--- config.mk ---
export PLATFORM = sky130hd
export DESIGN_NAME = srnv_top
export DESIGN_NICKNAME = d
export VERILOG_FILES = /design/src/design/srnv_pkg.sv /design/src/design/srnv_prio_enc.sv /design/src/design/srnv_top.sv
export VERILOG_INCLUDE_DIRS = /design/src /design/src/design
export SDC_FILE = /design/constraint.sdc
export NUM_CORES = 1
export LEC_CHECK = 0
export BUFFER_PORTS_ARGS = -buffer_cell sky130_fd_sc_hd__buf_2
export CAP_MARGIN = 20
export CORE_MARGIN = 2
export CORE_UTILIZATION = 55
export CTS_CLUSTER_SIZE = 20
export DETAILED_ROUTE_END_ITERATION = 16
export PLACE_DENSITY = 0.82
export RECOVER_POWER = 50
export SLEW_MARGIN = 5
export SYNTH_ARGS = -nofsm -noshare
export SYNTH_HDL_FRONTEND = slang
export SYNTH_SLANG_ARGS = --single-unit
--- constraint.sdc ---
create_clock -name sys_clk -period 2.8 [get_ports sys_clk]
set_input_delay 0.42 -clock sys_clk [delete_from_list [all_inputs] [get_ports sys_clk]]
set_output_delay 0.42 -clock sys_clk [all_outputs]
set_load 0.005 [all_outputs]
--- src/design/srnv_params.svh ---
// constants for the reset and nmi vector unit: offsets, bit positions, slot counts
// assumes inclusion by bare name from design files
`ifndef SRNV_PARAMS_SVH
`define SRNV_PARAMS_SVH

// register byte addresses
`define SRNV_ADDR_USER_NMI   16'h015a
`define SRNV_ADDR_SYS_NMI    16'h015c
`define SRNV_ADDR_RST_CAUSE  16'h015e

// mailbox addresses
`define SRNV_ADDR_MBOX_OUT   16'h0150
`define SRNV_ADDR_MBOX_IN    16'h0152

`define SRNV_NONE            16'h0000

// reset cause source index (bit position = code/2 - 1)
`define SRNV_RC_BOR          0
`define SRNV_RC_PIN          1
`define SRNV_RC_SWBOR        2
`define SRNV_RC_LPM5         3
`define SRNV_RC_SECV         4
`define SRNV_RC_SVSH         6
`define SRNV_RC_SWPOR        9
`define SRNV_RC_WDT          10
`define SRNV_RC_WDTKEY       11
`define SRNV_RC_NVMKEY       12
`define SRNV_RC_NVMUNC       13
`define SRNV_RC_PERFETCH     14
`define SRNV_RC_PMMKEY       15
`define SRNV_RC_FLL          17

// system nmi source index
`define SRNV_SN_SVSL         0
`define SRNV_SN_NVMUNC       1
`define SRNV_SN_VACANT       8
`define SRNV_SN_MBIN         9
`define SRNV_SN_MBOUT        10
`define SRNV_SN_NVMCOR       11

// user nmi source index
`define SRNV_UN_PIN          0
`define SRNV_UN_OSC          1

// number of priority slots per vector
`define SRNV_RC_SLOTS        31
`define SRNV_SN_SLOTS        15
`define SRNV_UN_SLOTS        15

`endif

--- src/design/srnv_pkg.sv ---
// types for the reset and nmi vector unit
// assumes srnv_params.svh supplies the numbers
package srnv_pkg;
	typedef logic [15:0] srnv_word_t;
	typedef logic [30:0] srnv_rc_vec_t;
	typedef logic [14:0] srnv_nmi_vec_t;
endpackage

--- src/design/srnv_prio_enc.sv ---
// priority encoder: lowest set bit gives the vector code (2*(index+1))
// assumes a pending vector of up to 31 slots from the same clock domain
`timescale 1ns/1ns
`default_nettype none
module srnv_prio_enc #(
	parameter int SLOTS = 31
) (
	// pending sources
	input  wire logic [SLOTS-1:0] pending,
	// encoded answer
	output logic      [15:0]      code,
	output logic      [SLOTS-1:0] oneHot
);
	// scan from the top so the smallest index wins
	always_comb begin
		code = 16'h0000;
		oneHot = '0;
		for (int i = SLOTS - 1; i >= 0; i--) begin
			if (pending[i]) begin
				code = 16'((i + 1) * 2);
				oneHot = SLOTS'(1) << i;
			end
		end
	end
endmodule
`default_nettype wire

--- src/design/srnv_top.sv ---
// reset cause, system nmi and user nmi vector generators with the debug mailbox
// assumes a simple synchronous peripheral bus on sys_clk and same-domain event pulses
//
// Function
// reset cause reads 02h for supply brownout, 04h for reset pin, 06h for software brownout.
// reset cause reads 08h for deep wakeup, 0Ah for security fault, 0Eh for high supervisor.
// reset cause reads 14h after a software power-on request.
// reset cause reads 16h after watchdog expiry.
// reset cause reads 18h for a bad watchdog key and 1Ah for a bad nvm controller key.
// an uncorrectable nvm error posts 1Ch in reset cause and 04h in system nmi.
// an instruction fetch from peripheral space posts 1Eh in reset cause.
// reset cause reads 20h for a bad power key, 24h for fll unlock; 26h to 3Eh are reserved.
// system nmi reads 02h on supervisor low-power reset entry.
// system nmi reads 12h on a vacant memory access.
// system nmi reads 14h on mailbox input and 16h when mailbox output was taken.
// system nmi reads 18h on a correctable nvm error; 1Ah to 1Eh are reserved.
// user nmi reads 02h on pin nmi or high supervisor event and 04h on oscillator fault.
// a mailbox lets the application and the debug link exchange data words.
// each vector reads 00h when idle, else the smallest pending code.
// reading a vector clears the source whose code it returned.
`include "srnv_params.svh"
`timescale 1ns/1ns
`default_nettype none
module srnv_top (
	// clock and reset
	input  wire logic              sys_clk,
	input  wire logic              rstn,
	// peripheral bus
	input  wire logic [15:0]       busAddr,
	input  wire logic              busRead,
	input  wire logic              busWrite,
	input  wire srnv_pkg::srnv_word_t busWdata,
	output var  srnv_pkg::srnv_word_t busRdata,
	// reset cause events, one-cycle pulses
	input  wire logic              supplyBrownout,
	input  wire logic              resetPinEvent,
	input  wire logic              softwareBrownoutRequest,
	input  wire logic              deepestLowPowerWake,
	input  wire logic              securityViolation,
	input  wire logic              highSupplySupervisorEvent,
	input  wire logic              softwarePoweronRequest,
	input  wire logic              watchdogExpiry,
	input  wire logic              watchdogKeyError,
	input  wire logic              nvmControllerKeyError,
	input  wire logic              nvmUncorrectable,
	input  wire logic              peripheralFetch,
	input  wire logic              powerMgmtKeyError,
	input  wire logic              fllUnlock,
	// system nmi events
	input  wire logic              supervisorLowPowerEntry,
	input  wire logic              vacantAccess,
	input  wire logic              nvmCorrectable,
	// user nmi events
	input  wire logic              pinNmi,
	input  wire logic              oscillatorFault,
	// debug mailbox side
	input  wire logic              dbgWrite,
	input  wire srnv_pkg::srnv_word_t dbgWdata,
	input  wire logic              dbgRead,
	output var  srnv_pkg::srnv_word_t dbgRdata,
	output logic                   dbgInFull,
	output logic                   dbgOutFull
);
	import srnv_pkg::*;

	// ************************************************************
	// pending flags
	// ************************************************************
	srnv_rc_vec_t  rcPend;
	srnv_nmi_vec_t snPend;
	srnv_nmi_vec_t unPend;
	srnv_rc_vec_t  rcHot;
	srnv_nmi_vec_t snHot;
	srnv_nmi_vec_t unHot;
	srnv_word_t    rcCode;
	srnv_word_t    snCode;
	srnv_word_t    unCode;
	srnv_rc_vec_t  rcSet;
	srnv_nmi_vec_t snSet;
	srnv_nmi_vec_t unSet;
	logic          rcRd;
	logic          snRd;
	logic          unRd;
	logic          mbInEvent;
	logic          mbOutEvent;

	assign rcRd = busRead && (busAddr == `SRNV_ADDR_RST_CAUSE);
	assign snRd = busRead && (busAddr == `SRNV_ADDR_SYS_NMI);
	assign unRd = busRead && (busAddr == `SRNV_ADDR_USER_NMI);

	// map event pulses onto priority slots
	always_comb begin
		rcSet = '0;
		rcSet[`SRNV_RC_BOR]      = supplyBrownout;
		rcSet[`SRNV_RC_PIN]      = resetPinEvent;
		rcSet[`SRNV_RC_SWBOR]    = softwareBrownoutRequest;
		rcSet[`SRNV_RC_LPM5]     = deepestLowPowerWake;
		rcSet[`SRNV_RC_SECV]     = securityViolation;
		rcSet[`SRNV_RC_SVSH]     = highSupplySupervisorEvent;
		rcSet[`SRNV_RC_SWPOR]    = softwarePoweronRequest;
		rcSet[`SRNV_RC_WDT]      = watchdogExpiry;
		rcSet[`SRNV_RC_WDTKEY]   = watchdogKeyError;
		rcSet[`SRNV_RC_NVMKEY]   = nvmControllerKeyError;
		rcSet[`SRNV_RC_NVMUNC]   = nvmUncorrectable;
		rcSet[`SRNV_RC_PERFETCH] = peripheralFetch;
		rcSet[`SRNV_RC_PMMKEY]   = powerMgmtKeyError;
		rcSet[`SRNV_RC_FLL]      = fllUnlock;
		snSet = '0;
		snSet[`SRNV_SN_SVSL]     = supervisorLowPowerEntry;
		snSet[`SRNV_SN_NVMUNC]   = nvmUncorrectable;
		snSet[`SRNV_SN_VACANT]   = vacantAccess;
		snSet[`SRNV_SN_MBIN]     = mbInEvent;
		snSet[`SRNV_SN_MBOUT]    = mbOutEvent;
		snSet[`SRNV_SN_NVMCOR]   = nvmCorrectable;
		unSet = '0;
		// a high supervisor event is both a reset cause and a user nmi
		unSet[`SRNV_UN_PIN]      = pinNmi || highSupplySupervisorEvent;
		unSet[`SRNV_UN_OSC]      = oscillatorFault;
	end

	// reserved slots never set, so their codes cannot appear
	srnv_prio_enc #(.SLOTS(`SRNV_RC_SLOTS)) rcEnc (
		.pending(rcPend),
		.code   (rcCode),
		.oneHot (rcHot)
	);
	srnv_prio_enc #(.SLOTS(`SRNV_SN_SLOTS)) snEnc (
		.pending(snPend),
		.code   (snCode),
		.oneHot (snHot)
	);
	srnv_prio_enc #(.SLOTS(`SRNV_UN_SLOTS)) unEnc (
		.pending(unPend),
		.code   (unCode),
		.oneHot (unHot)
	);

	// read clears the returned source; a new event in the same cycle wins
	always_ff @(posedge sys_clk or negedge rstn) begin
		if (!rstn) begin
			rcPend <= '0;
		end else begin
			rcPend <= (rcPend & ~(rcRd ? rcHot : '0)) | rcSet;
		end
	end

	always_ff @(posedge sys_clk or negedge rstn) begin
		if (!rstn) begin
			snPend <= '0;
		end else begin
			snPend <= (snPend & ~(snRd ? snHot : '0)) | snSet;
		end
	end

	always_ff @(posedge sys_clk or negedge rstn) begin
		if (!rstn) begin
			unPend <= '0;
		end else begin
			unPend <= (unPend & ~(unRd ? unHot : '0)) | unSet;
		end
	end

	// ************************************************************
	// debug mailbox
	// ************************************************************
	srnv_word_t mbIn;
	logic       mbOutRd;
	logic       mbInRd;

	assign mbInRd  = busRead && (busAddr == `SRNV_ADDR_MBOX_IN);
	assign mbOutRd = dbgRead && dbgOutFull;
	assign mbInEvent  = dbgWrite;
	assign mbOutEvent = mbOutRd;

	// inbound word from the debug link; a new write overwrites an unread word
	always_ff @(posedge sys_clk or negedge rstn) begin
		if (!rstn) begin
			mbIn      <= `SRNV_NONE;
			dbgInFull <= 1'b0;
		end else if (dbgWrite) begin
			mbIn      <= dbgWdata;
			dbgInFull <= 1'b1;
		end else if (mbInRd) begin
			dbgInFull <= 1'b0;
		end
	end

	// outbound word to the debug link
	always_ff @(posedge sys_clk or negedge rstn) begin
		if (!rstn) begin
			dbgRdata   <= `SRNV_NONE;
			dbgOutFull <= 1'b0;
		end else if (busWrite && (busAddr == `SRNV_ADDR_MBOX_OUT)) begin
			dbgRdata   <= busWdata;
			dbgOutFull <= 1'b1;
		end else if (mbOutRd) begin
			dbgOutFull <= 1'b0;
		end
	end

	// ************************************************************
	// read data
	// ************************************************************
	// registered, so data shows one cycle after the read strobe
	always_ff @(posedge sys_clk or negedge rstn) begin
		if (!rstn) begin
			busRdata <= `SRNV_NONE;
		end else if (busRead) begin
			unique case (busAddr)
				`SRNV_ADDR_RST_CAUSE: busRdata <= rcCode;
				`SRNV_ADDR_SYS_NMI:   busRdata <= snCode;
				`SRNV_ADDR_USER_NMI:  busRdata <= unCode;
				`SRNV_ADDR_MBOX_IN:   busRdata <= mbIn;
				`SRNV_ADDR_MBOX_OUT:  busRdata <= dbgRdata;
				default:              busRdata <= `SRNV_NONE;
			endcase
		end
	end
endmodule
`default_nettype wire

Word-level counts from Yosys, hierarchy flattened:

Index checks and enable logic that the tools add are counted.

* bitwise logic cells: 9
* multiplexer cells: 130
* equal/unequal tests: 5
* reduce and logical (&&, ||, !) cells: 9

Operators with widths (number)
* 2-to-1 mux 31 bit: 32
* 2-to-1 mux 15 bit: 32
* 2-to-1 mux 6 bit: 31
* 2-to-1 mux 5 bit: 30
* equality test 16 x 9 -> 1 bit, second input constant: 5
* case mux 16 bit (5 select lines): 1
* bitwise AND 31 bit: 1
* inverter 31 bit: 1
* bitwise OR 31 x 18 -> 31 bit: 1
* bitwise AND 15 bit: 2
* inverter 15 bit: 2
* bitwise OR 15 x 12 -> 15 bit: 1
* bitwise OR 15 x 2 -> 15 bit: 1
* logical AND 1 bit: 6
* 2-to-1 mux 1 bit: 4
* nonzero test 2 bit: 2
* logical OR 1 bit: 1

* word-level logic and storage cells: 161
* register bits: 111
* bits of input ports: 73
* output and inout bits: 34

Logic depth before layout (Yosys ltp):

Gate-level depths: netlist (run 1).

* depth after elaboration: 35
* mapped depth: 7

By module:

A second synthesis (run 1) with hierarchy kept.

* cells, all modules: 632
* area, all modules: 6603.8 um2

Modules (own cells, without submodules)
* srnv_top: area each 4928.5 um2, instances 1, cells an instance 387, sequential area each 2777.7 um2
* srnv_prio_enc (snEnc ...): area each 420.4 um2, instances 2, cells an instance 59, sequential area each 0.0 um2
* srnv_prio_enc (rcEnc): area each 834.6 um2, instances 1, cells an instance 127, sequential area each 0.0 um2

Least setup slack after synthesis (run 1):

No wires, ideal clock.

* path kind: input port to flip-flop
* start: input port busAddr[9]
* end: register dbgRdata[10]
* path slack: 590 ps
* path buffers: 1
* setup time: 127 ps
* arrival: 2082 ps
* cell stages on the path: 7
* cells stage by stage: or4b_4 > nor4_4 > nand2_2 > nor2_2 > nand2_2 > buf_6 > mux2_1

* word-level cells in the longest chain between the ends: 2

Ends and longest elaborated chain
* start: declaration: line srnv_top.sv:29 `input wire logic [15:0] busAddr,`
* equality test 16 x 9 -> 1 bit
* logical AND 1 bit: line srnv_top.sv:193 `` end else if (busWrite && (busAddr == `SRNV_ADDR_MBOX_OUT)) begin ``
* end signal: assignment: line srnv_top.sv:191 `` dbgRdata <= `SRNV_NONE; ``
* end signal: assignment: line srnv_top.sv:194 `dbgRdata <= busWdata;`
* end: declaration: line srnv_top.sv:60 `output var srnv_pkg::srnv_word_t dbgRdata,`

No other way between the ends.
A chain may end at the register's enable or synchronous reset.

Worst setup path in the final report (run 1):

* start: register rcPend[14]
* end: register rcPend[17]

* word-level cells in the longest chain between the ends: 19

Ends and longest elaborated chain
* start: declaration: line srnv_top.sv:69 `srnv_rc_vec_t rcPend;`
* start signal: assignment: line srnv_top.sv:143 `rcPend <= (rcPend & ~(rcRd ? rcHot : '0)) | rcSet;`
* 2-to-1 mux 31 bit (15 in series): line srnv_prio_enc.sv:19 `if (pending[i]) begin`
* 2-to-1 mux 31 bit: line srnv_top.sv:143
* inverter 31 bit: line srnv_top.sv:143
* bitwise AND 31 bit: line srnv_top.sv:143
* bitwise OR 31 x 18 -> 31 bit: line srnv_top.sv:143

No other way between the ends.

==> impl_metrics.csv, run 1 <==
group,metric,value,unit
synth,postSynthRegisterBits,111,
drt,final_antenna_net_count,0,
clock_tree,tritoncts,"done",
clock_tree,cts.htree.levels,3,
global_route,grtUsageTotal,0.2542,
critical_path,worstSetupStartpointType,"flip-flop",
floorplan,rows,35,
synth,synth.top_cells.by_count,"dfrtp_1, nand2_1, nor2_1, a21oi_1, nor2b_1",
synth,yosys_most_used_dff,"dfrtp_1",
synth,synth_xor_area_frac,0,
timing,final.min_clock_period,2.304,ns
drt,dr.pass1.iters,4,
synth,synth-simple-area-share,0.2295,
clock_tree,insertion_delay,0.38,ns
global_route,grt_pass1_vias,4229,
synth,synth_async_sr_flop_share,1.000,
drt,via_count,4425,
synth,post_synth_edffs,0,
timing,finalClockSkew,0.009506,ns
layout,design.final.nets,693,
global_route,grt_antenna_before_repair,0,
synth,synthDominantAreaCellType,"dfrtp_1",
pwr,intPower,2.096,mW
synth,synth_adder_area_share,0,
floorplan,floorplan.die.height,102.2,um
timing,fmaxAchievable,434.0,MHz
job,max_cap_violations,0,
placed_design,gp_routability_congestion,0.8575,
clock_tree,cts_resized,0,
synth,synth_top_area_share,0.5236,
floorplan,die-area,0.01045,mm^2
synth,dominant_cells_by_area_after_synthesis,"dfrtp_1, mux2_2, mux2_1",
critical_path,critical_path.reg2reg.startpoint,"rcPend[14]",
synth,postSynthCellCount,503,
layout,layout-drive-gt1-share,0.2592,
clock_tree,cts_root_buf,"clkbuf_8",
synth,synth_compound_gate_area_share,0.1486,
layout,area_growth,17.41,%
drt,drt_iter0_drc,210,
synth,yosys_warnings,0,
global_route,grt.overflow.total,0,
clock_tree,cts_post_setup_buffers_inserted,0,
pwr,leakage,2.845,nW
floorplan,die_w,102.2,um
synth,synth_top_family_by_area,"simple AND/OR/NAND/NOR gates",
clock_tree,cts.reportedPaths.clkPinSlew,0.11,ns
global_route,grt_first_pass_wirelength,20280,um
synth,yosysMostFrequentCell,"dfrtp_1",
drt,avgViaCountPerCell,5.869,
worst_hold_path,worst_hold_stages,2,
critical_path,critPathKind,"reg -> reg",
pwr,vdd_ir_drop_max,411.2,uV
timing,timing.final.crit_share,0.8228,
critical_path,end_kind,"flip-flop",
timing,setup_viol_count_final,0,
timing,timing.max_slew.rel_slack,0.006892,
timing,timing_worst_slew_pin_value,1.490,ns
placed_design,placement.io_buffers,106,
floorplan,design.core.area,0.009284,mm^2
clock_tree,number_of_buffers_on_the_longest_clock_path,2,
critical_path,critical-path-top-cell-by-count,"or4_4",
outcome,outcome,"complete, no violations",
critical_path,worst_path_max_delay_cell,"or4_4",
drt,wl_per_cell,16.74,um
timing,whs,0.1993,ns
synth,syn_area,0.005305,mm^2
critical_path,slowest_delay,0.57,ns
critical_path,timing.critical_path.from,"rcPend[14]",
timing,drv_slew,0,
timing,timing_hold_violations_final,0,
critical_path,cp_max_fo,5,
clock_tree,tritoncts_num_sinks,111,
pwr,seq_power_share,0.590,
pwr,cellPowerDensity,445.2,mW/mm^2
synth,synth.avg_cell_area,10.55,um^2
pwr,power.share.clock,0.353,
timing,rsz_0062_raised_after_global_routing,"false",
synth,share_of_cell_area_taken_by_muxes_after_synthesis,0.07759,
synth,mappedNetlistNets,576,
pwr,p_comb_frac,0.056,
timing,setup_total_negative_slack,0,ns
worst_hold_path,min_from,"dbgRead",
global_route,pin_count_of_the_biggest_net_entering_global_routing,112,
floorplan,starting_density,0.5714,
clock_tree,total_of_hold_buffers_inserted_after_clock_tree_synthesis,0,
critical_path,reg2regPathDepth,5,
synth,synth_cell_types,58,
drt,drt_wl_total,12620,um
critical_path,timing.critical_path.required,3.07,ns
worst_hold_path,hp-class,"in -> reg",
pwr,swShare,0.2441,
critical_path,cp_data_arrival_time,2.57,ns
layout,layout.filler_cells,758,
floorplan,floorplan.io_pins,107,
synth,synth_sequential_area_ratio,0.5236,
pwr,switchingPower,676.9,uW
layout,diodes,0,
clock_tree,cts_made_buffers,9,
placed_design,place_hpwl,9317,um
drt,detail_route.drc_violations,0,
critical_path,crit_path_cells,"or4_4 -> or3_1 -> or4_4 -> o31ai_1 -> nand2b_1",
[worst max-delay path, delay by kind of cell (launching register included)]
family	cells	cell delay [ns]
DFF	1	0.44
and+or+nand+nor	4	1.55
AOI/OAI and AO/OA	1	0.20
[flip-flops by register name, summed over array words and instances (netlist names)]
name and cells:
dbgOutFull 1, snPend 15, unPend 15, mbIn 16, busRdata 16, rcPend 31
dbgRdata 16, dbgInFull 1
[worst paths after layout]
check / endpoint / slack (ns)
worst max-delay path: rcPend[17] / 0.50
worst min-delay path: dbgOutFull / 0.20
worst max register to register: rcPend[17] / 0.50
worst min register to register: busRdata[11] / 0.49
max in group asynchronous: rcPend[20] / 1.34
min in group asynchronous: rcPend[17] / 0.48
[stage by stage]
step	setup slack [ns]	utilization	cell area, um^2	power (mW)	instances
6_report	0.4960	0.6709	6228	2.773	754
4_1_cts	0.4896	0.6730	6248	2.807	754
5_1_grt	0.3732	0.6709	6228	2.882	754
3_5_place_dp	0.1861	0.6507	6041	1.829	738
3_3_place_gp	0.2629	0.6507	6041	1.823	738
2_1_floorplan	0.5901	-	5305	1.722	503
[cells by family (layout without fill, tap and decap cells)]
kind of cell	count (synthesis)	in the layout
AOI/OAI and AO/OA	112	112
and+or+nand+nor	216	216
muxes	37	37
DFF	111	111
buffers and inverters	27	149
[power groups by stage]
| stage | clock network, mW | logic, mW | registers (mW) |
|---|---|---|---|
| 2_1_floorplan | 0 | 0.0572 | 1.67 |
| 3_3_place_gp | 0 | 0.156 | 1.67 |
| 3_5_place_dp | 0 | 0.161 | 1.67 |
| 4_1_cts | 1.01 | 0.161 | 1.64 |
| 5_1_grt | 1.07 | 0.174 | 1.64 |
| 6_report | 0.980 | 0.156 | 1.64 |
[layout by cell type, fill, tap and decap left out, types with 3 or more instances in the layout]
cell | netlist | routed
o21bai_1 | 6 | 6
nor4_2 | 3 | 3
nand2_1 | 45 | 45
a221oi_1 | 3 | 3
nor2b_1 | 21 | 21
o22ai_1 | 3 | 3
a21boi_1 | 3 | 3
nor4_1 | 19 | 19
a211oi_1 | 3 | 3
a311oi_1 | 3 | 3
a21o_1 | 13 | 13
o21ai_0 | 16 | 16
clkbuf_8 | 0 | 11
o41a_1 | 6 | 6
nor2_1 | 38 | 38
mux2_1 | 16 | 16
nand3_1 | 9 | 9
and2_1 | 5 | 5
a21oi_1 | 22 | 22
buf_4 | 0 | 9
or4_1 | 5 | 5
or3_1 | 9 | 9
dfrtp_1 | 111 | 111
inv_1 | 17 | 17
nor3_1 | 19 | 19
nand4_1 | 6 | 6
mux2_2 | 17 | 17
buf_2 | 1 | 104
o31ai_1 | 6 | 6
o21a_1 | 7 | 7
or2_1 | 4 | 4
mux2i_1 | 4 | 4
o31a_1 | 9 | 9
nand2b_1 | 16 | 16
[per-layer routing]
metal / track usage / vias to the layer above / share of wire
met5: 0 / - / 0
met1: 0.3285 / 2141 / 0.43
met4: 0.1005 / 0 / 0.025
met3: 0.06840 / 24 / 0.072
li1: - / 2086 / -
met2: 0.4114 / 174 / 0.47
[layout make-up]
| class | count | area [um^2] | share of cell area |
|---|---|---|---|
| Sequential cell | 111 | 2778 | 0.4460 |
| Multi-Input combinational cell | 365 | 2411 | 0.3871 |
| Timing Repair Buffer | 116 | 606.8 | 0.09743 |
| Tap cell | 129 | 161.4 | 0.02591 |
| Clock buffer | 11 | 151.4 | 0.02431 |
| Inverter | 17 | 63.81 | 0.01025 |
| Clock inverter | 5 | 56.30 | 0.009040 |
No activity file was read; power rests on OpenSTA's default activity.
==> run 2: changes to the inputs <==
--- a/config.mk
+++ b/config.mk
@@ -6,13 +6,14 @@
 export SDC_FILE = /design/constraint.sdc
 export NUM_CORES = 1
 export LEC_CHECK = 0
+export ABC_AREA = 1
 export BUFFER_PORTS_ARGS = -buffer_cell sky130_fd_sc_hd__buf_2
 export CAP_MARGIN = 20
 export CORE_MARGIN = 2
-export CORE_UTILIZATION = 55
+export CORE_UTILIZATION = 56
 export CTS_CLUSTER_SIZE = 20
 export DETAILED_ROUTE_END_ITERATION = 16
-export PLACE_DENSITY = 0.82
+export PLACE_DENSITY = 0.83
 export RECOVER_POWER = 50
 export SLEW_MARGIN = 5
 export SYNTH_ARGS = -nofsm -noshare
==> constraint.sdc (replaced) <==
create_clock -name sys_clk -period 2.2 [get_ports sys_clk]
set_input_delay 0.33 -clock sys_clk [delete_from_list [all_inputs] [get_ports sys_clk]]
set_output_delay 0.33 -clock sys_clk [all_outputs]
set_load 0.005 [all_outputs]
==> impl_metrics.csv, run 2 <==
group,metric,value,unit
worst_hold_path,hp-class,"in -> reg",
floorplan,die-area,0.01082,mm^2
synth,yosys_most_used_dff,"dfrtp_1",
drt,wl_per_cell,15.89,um
layout,final_cell_mix,"nand2_1, dfrtp_1, buf_2",
layout,design.final.nets,931,
global_route,grt_first_pass_wirelength,26110,um
synth,postSynthCellCount,695,
critical_path,worstSetupStartpointType,"flip-flop",
drt,detail_route.drc_violations,0,
global_route,pin_count_of_the_biggest_net_entering_global_routing,58,
layout,sequential_cell_area,0.002778,mm^2
job,max_cap_violations,0,
pwr,vdd_ir_drop_max,663.2,uV
clock_tree,tritoncts_num_sinks,111,
synth,synth_top_area_share,0.4960,
floorplan,rows,36,
critical_path,critPathKind,"reg -> reg",
critical_path,r2r_setup_slack,-0.04,ns
clock_tree,cts.reportedPaths.clkPinSlew,0.11,ns
timing,timing_worst_slew_pin_value,0.8504,ns
placed_design,place_hpwl,12610,um
floorplan,starting_density,0.5756,
timing,fmaxAchievable,446.6,MHz
global_route,grt.overflow.total,0,
clock_tree,cts_made_buffers,9,
layout,area_growth,23.12,%
pwr,switchingPower,873.5,uW
global_route,grt_pass1_vias,5347,
clock_tree,tritoncts,"done",
synth,synth.avg_cell_area,8.058,um^2
critical_path,timing.critical_path.required,2.50,ns
drt,drt_iter0_drc,371,
clock_tree,cts_root_buf,"clkbuf_8",
synth,dominant_cells_by_area_after_synthesis,"dfrtp_1, nand2_1, inv_1",
synth,synth_async_sr_flop_share,1.000,
drt,final_antenna_net_count,0,
synth,synth.top_cells.by_count,"nand2_1, dfrtp_1, inv_1, nor2_1, nand3_1",
critical_path,cp_max_fo,3,
layout,layout-drive-gt1-share,0.2723,
layout,mostFrequentLayoutCell,"nand2_1",
layout,number_of_flip_flops_in_the_largest_register,31,
floorplan,floorplan.io_pins,107,
synth,post_synth_edffs,0,
pwr,leakage,3.643,nW
pwr,cellPowerDensity,515.0,mW/mm^2
timing,timing.final.crit_share,1.018,
layout,number_of_standard_cells_in_the_layout_taps_in_and_fillers_out,996,
pwr,total_power_consumption,3.551,mW
timing,timing.max_slew.rel_slack,0.4330,
timing,rsz_0062_raised_after_global_routing,"true",
synth,synth_sequential_area_ratio,0.4960,
synth,mappedNetlistNets,768,
placed_design,gp_routability_congestion,0.9671,
critical_path,cp_data_arrival_time,2.54,ns
floorplan,die_w,104.0,um
timing,setup_viol_count_final,2,
clock_tree,insertion_delay,0.40,ns
outcome,outcome,"finished, violations left",
floorplan,floorplan.die.height,104.0,um
placed_design,dp.cells,979,
floorplan,design.core.area,0.009729,mm^2
timing,timing_hold_violations_final,0,
outcome,violations,"negative setup slack",
timing,setup_total_negative_slack,-0.04077,ns
synth,synth_cell_types,40,
critical_path,end_kind,"flip-flop",
drt,avgViaCountPerCell,5.390,
drt,drt_wl_total,15830,um
clock_tree,cts.htree.levels,3,
pwr,power.share.clock,0.359,
timing,final.min_clock_period,2.239,ns
synth,yosys_warnings,0,
synth,syn_area,0.005600,mm^2
layout,diodes,0,
synth,synthDominantAreaCellType,"dfrtp_1",
timing,finalWorstSetupSlack,-0.03907,ns
global_route,grt_antenna_before_repair,0,
synth,yosysMostFrequentCell,"nand2_1",
pwr,swShare,0.2460,
layout,layout.filler_cells,764,
layout,top_register,"rcPend",
clock_tree,cts_post_setup_buffers_inserted,0,
pwr,intPower,2.678,mW
pwr,p_comb_frac,0.054,
layout,multi_input_area,0.002311,mm^2
global_route,grtUsageTotal,0.3066,
drt,dr.pass1.iters,5,
synth,postSynthRegisterBits,111,
clock_tree,number_of_buffers_on_the_longest_clock_path,2,
timing,drv_slew,0,
timing,finalClockSkew,0.01504,ns
drt,via_count,5368,
pwr,seq_power_share,0.587,
placed_design,placement.io_buffers,106,
[run 2: cell types whose count changed after synthesis, sizes merged, moves of 9 or more]
cell / delta
nand2: +95
or3: -9
nor2b: -21
nor2: +57
mux2: -17
a21o: -10
inv: +110
nand2b: -16
nand3: +29
nor4: -17
[run 2: final timing paths]
check	to	cells past startpoint	from
worst max-delay path	busRdata[2]	13	rcPend[29]
worst min-delay path	rcPend[2]	2	softwareBrownoutRequest
worst max register to register	busRdata[2]	13	rcPend[29]
worst min register to register	mbIn[2]	2	mbIn[2]
max in group asynchronous	snPend[0]	3	rstn
min in group asynchronous	rcPend[28]	2	rstn
[run 2: cells by family after synthesis]
family | synth area share
simple gates | 0.2563
buf+inv | 0.09361
flops | 0.4960
compound gates | 0.1220
mux | 0.03217
[run 2: layer usage]
layer | global-route usage | wire, um | up-vias
li1 | - | - | 2582
met1 | 0.4010 | 6643 | 2515
met2 | 0.4991 | 7597 | 239
met3 | 0.07832 | 1152 | 32
met4 | 0.1062 | 436 | 0
met5 | 0 | 0 | -
[run 2: area by class of cell]
cell class | instances | area share
clock buffers | 9 | 0.01796
well taps | 133 | 0.02413
multi-input cells | 445 | 0.3351
repair buffers | 163 | 0.1388
flip-flops and latches | 111 | 0.4028
clock inverters | 7 | 0.01143
inverters | 128 | 0.06968
[run 2: critical path: stages, from the launching register on]
cell and delay, ns:
dfrtp_1 0.41, buf_4 0.15, nor2_1 0.13, inv_1 0.09, a21oi_1 0.17, o31ai_1 0.09
o21ai_1 0.13, a31oi_1 0.09, o31ai_1 0.34, a221oi_1 0.16, o21ai_1 0.16, nand4_1 0.10
nand2_1 0.08, nand2_1 0.05
[run 2: repair_timing]
action / in CTS / in global routing
hold buffers: 1 / 0
resized for setup: 0 / 2
hold endpoints to repair: 32 / 0
setup endpoints to repair: 0 / 4
[run 2: power groups by stage]
| stage | logic [mW] | clock network, mW | registers (mW) |
|---|---|---|---|
| after CTS | 0.197 | 1.30 | 2.08 |
| final | 0.192 | 1.28 | 2.08 |
| after detailed placement | 0.195 | 0 | 2.12 |
| after global routing | 0.219 | 1.39 | 2.09 |
| after floorplan | 0.0594 | 0 | 2.12 |
| after global placement | 0.186 | 0 | 2.12 |
[run 2: stage by stage]
step           hold slack (ns)  instance area (um^2)  setup slack [ns]  utilization
2_1_floorplan          0.03441                  5600            0.2002            -
5_1_grt                 0.1047                  6895           -0.3782       0.7087
6_report                0.1068                  6895          -0.03907       0.7087
3_3_place_gp            0.3009                  6689           -0.1627       0.6875
4_1_cts                0.09491                  6902           0.01213       0.7094
3_5_place_dp            0.3102                  6689           -0.2800       0.6875
==> run 3: changes to the inputs <==
--- a/config.mk
+++ b/config.mk
@@ -10,10 +10,11 @@
 export BUFFER_PORTS_ARGS = -buffer_cell sky130_fd_sc_hd__buf_2
 export CAP_MARGIN = 20
 export CORE_MARGIN = 2
-export CORE_UTILIZATION = 56
+export CORE_UTILIZATION = 40
 export CTS_CLUSTER_SIZE = 20
 export DETAILED_ROUTE_END_ITERATION = 16
-export PLACE_DENSITY = 0.83
+export HOLD_SLACK_MARGIN = 0.12
+export PLACE_DENSITY = 0.63
 export RECOVER_POWER = 50
 export SLEW_MARGIN = 5
 export SYNTH_ARGS = -nofsm -noshare
==> impl_metrics.csv, run 3 (same netlist as run 2, synthesis figures left out) <==
group,metric,value,unit
floorplan,die_w,122.3,um
critical_path,end_kind,"flip-flop",
layout,number_of_flip_flops_in_the_largest_register,31,
drt,drt_iter0_drc,295,
timing,final.min_clock_period,2.205,ns
critical_path,worst_path_max_delay_cell,"dfrtp_1",
placed_design,placement.io_buffers,106,
critical_path,worstSetupStartpointType,"flip-flop",
floorplan,die-area,0.01496,mm^2
layout,design.final.nets,943,
global_route,grt_antenna_before_repair,0,
clock_tree,cts.htree.levels,3,
global_route,grtUsageTotal,0.2226,
layout,area_growth,27.66,%
timing,finalWorstSetupSlack,-0.004725,ns
drt,avgViaCountPerCell,4.936,
floorplan,floorplan.io_pins,107,
layout,final_cell_mix,"nand2_1, dfrtp_1, inv_1",
floorplan,floorplan.die.height,122.3,um
placed_design,place_hpwl,12440,um
critical_path,crit_path_cells,"buf_4 -> nor2_1 -> inv_1 -> a21oi_1 -> o31ai_1 -> o21ai_1 -> a31oi_1 -> o31ai_1 -> a221oi_1 -> o21ai_1 -> nand4_1 -> nand2_1 -> nand2_1",
clock_tree,number_of_buffers_on_the_longest_clock_path,2,
outcome,violations,"negative setup slack",
critical_path,timing.critical_path.required,2.46,ns
layout,cell_area_after_layout,0.007149,mm^2
timing,setup_viol_count_final,1,
drt,via_count,5208,
global_route,pin_count_of_the_biggest_net_entering_global_routing,43,
timing,rsz_0062_raised_after_global_routing,"true",
critical_path,critical-path-top-delay-family,"compound AO/OA/AOI/OAI gates",
drt,dr.pass1.iters,5,
timing,drv_slew,0,
critical_path,path_buf_inv,2,
global_route,grt_use_met2,0.3479,
floorplan,design.core.area,0.01377,mm^2
timing,timing.max_slew.rel_slack,0.2997,
critical_path,cp_data_arrival_time,2.47,ns
clock_tree,tritoncts,"done",
worst_hold_path,worst_hold_stages,2,
global_route,grt_first_pass_wirelength,25630,um
clock_tree,cts_root_buf,"clkbuf_16",
drt,drt_wl_total,15730,um
critical_path,critPathKind,"reg -> reg",
pwr,vdd_ir_drop_max,362.4,uV
timing,finalClockSkew,0.008687,ns
global_route,global_route.usage.met1,0.3028,
floorplan,starting_density,0.4066,
timing,fmaxAchievable,453.6,MHz
clock_tree,cts_made_buffers,9,
pwr,cellPowerDensity,553.5,mW/mm^2
global_route,global_route.peak_usage_layer,"met2",
clock_tree,tritoncts_num_sinks,111,
placed_design,pre_cts_ws,-0.1966,ns
placed_design,gp_routability_congestion,0.9558,
pwr,leakage,3.709,nW
layout,sequential_cell_area,0.002778,mm^2
worst_hold_path,hp-class,"in -> reg",
drt,detail_route.drc_violations,0,
clock_tree,insertion_delay,0.37,ns
job,max_cap_violations,0,
layout,multi_input_area,0.002333,mm^2
layout,layout-drive-gt1-share,0.2731,
drt,wl_per_cell,14.91,um
global_route,grt.overflow.total,0,
drt,final_antenna_net_count,0,
layout,mostFrequentLayoutCell,"nand2_1",
timing,timing_worst_slew_pin_value,1.050,ns
critical_path,slowest_delay,0.39,ns
global_route,met3_usage,0.05576,
floorplan,rows,43,
layout,layout.filler_cells,1404,
layout,top_register,"rcPend",
clock_tree,cts.reportedPaths.clkPinSlew,0.08,ns
placed_design,placement.cell_area,0.006843,mm^2
layout,diodes,0,
critical_path,cp_max_fo,3,
critical_path,reg2regPathDepth,13,
outcome,outcome,"finished, violations left",
critical_path,crit_cells,13,
global_route,grt_pass1_vias,5083,
timing,timing.final.crit_share,1.002,
timing,timing_hold_violations_final,0,
## run 3: changes by cell type in the layout (fill, tap and decap cells not counted), moves of 2 or more
cell       delta
buf_1         +2
buf_2        -11
buf_4        +10
clkbuf_1     +10
clkbuf_16     +9
clkbuf_8      -9
nor3_1        -2
## run 3: through the flow
| stage | hold slack (ns) | total power, mW | setup TNS, ns | util | std cells |
|---|---|---|---|---|---|
| after global routing | 0.1330 | 4.118 | -0.6075 | 0.5191 | 1055 |
| after global placement | 0.3583 | 2.314 | -1.125 | 0.4968 | 1038 |
| after CTS | 0.1373 | 4.007 | 0 | 0.5197 | 1055 |
| after detailed placement | 0.3622 | 2.318 | -2.097 | 0.4968 | 1038 |
| final | 0.1392 | 3.957 | -0.004725 | 0.5191 | 1055 |
| after floorplan | 0.03441 | 2.178 | 0 | - | 695 |
## run 3: report_power, final
part	switching, mW	leakage [nW]	internal, mW
Sequential	0.0147	1.29	2.07
Combinational	0.115	2.27	0.0735
Clock	0.871	0.146	0.817
## run 3: routing by layer
| metal | part of all wire | wire length (um) |
|---|---|---|
| met1 | 0.46 | 7163 |
| met2 | 0.46 | 7231 |
| met3 | 0.065 | 1029 |
| met4 | 0.019 | 305 |
| met5 | 0 | 0 |
## run 3: area by class of cell
cell class                      instances  share of cell area
Clock inverter                          7             0.01120
Clock buffer                            9             0.03150
Multi-Input combinational cell        445              0.3264
Timing Repair Buffer                  175              0.1437
Inverter                              128             0.06720
Tap cell                              180             0.03150
Sequential cell                       111              0.3885
## run 3: worst paths after layout
| path | start | to | slack [ns] |
|---|---|---|---|
| min reg2reg | mbIn[8] | mbIn[8] | 0.47 |
| min | vacantAccess | snPend[8] | 0.14 |
| max reg2reg | rcPend[29] | busRdata[2] | -0.005 |
| min in group asynchronous | rstn | unPend[13] | 0.70 |
| max in group asynchronous | rstn | rcPend[9] | 0.41 |
| max | rcPend[29] | busRdata[2] | -0.005 |
## run 3: what timing repair did
| item | CTS | global route |
|---|---|---|
| gates resized for setup | 0 | 5 |
| buffers inserted | 0 | 0 |
| setup endpoints to repair | 0 | 11 |
| hold buffers | 1 | 0 |
| endpoints found under the hold margin | 38 | 0 |
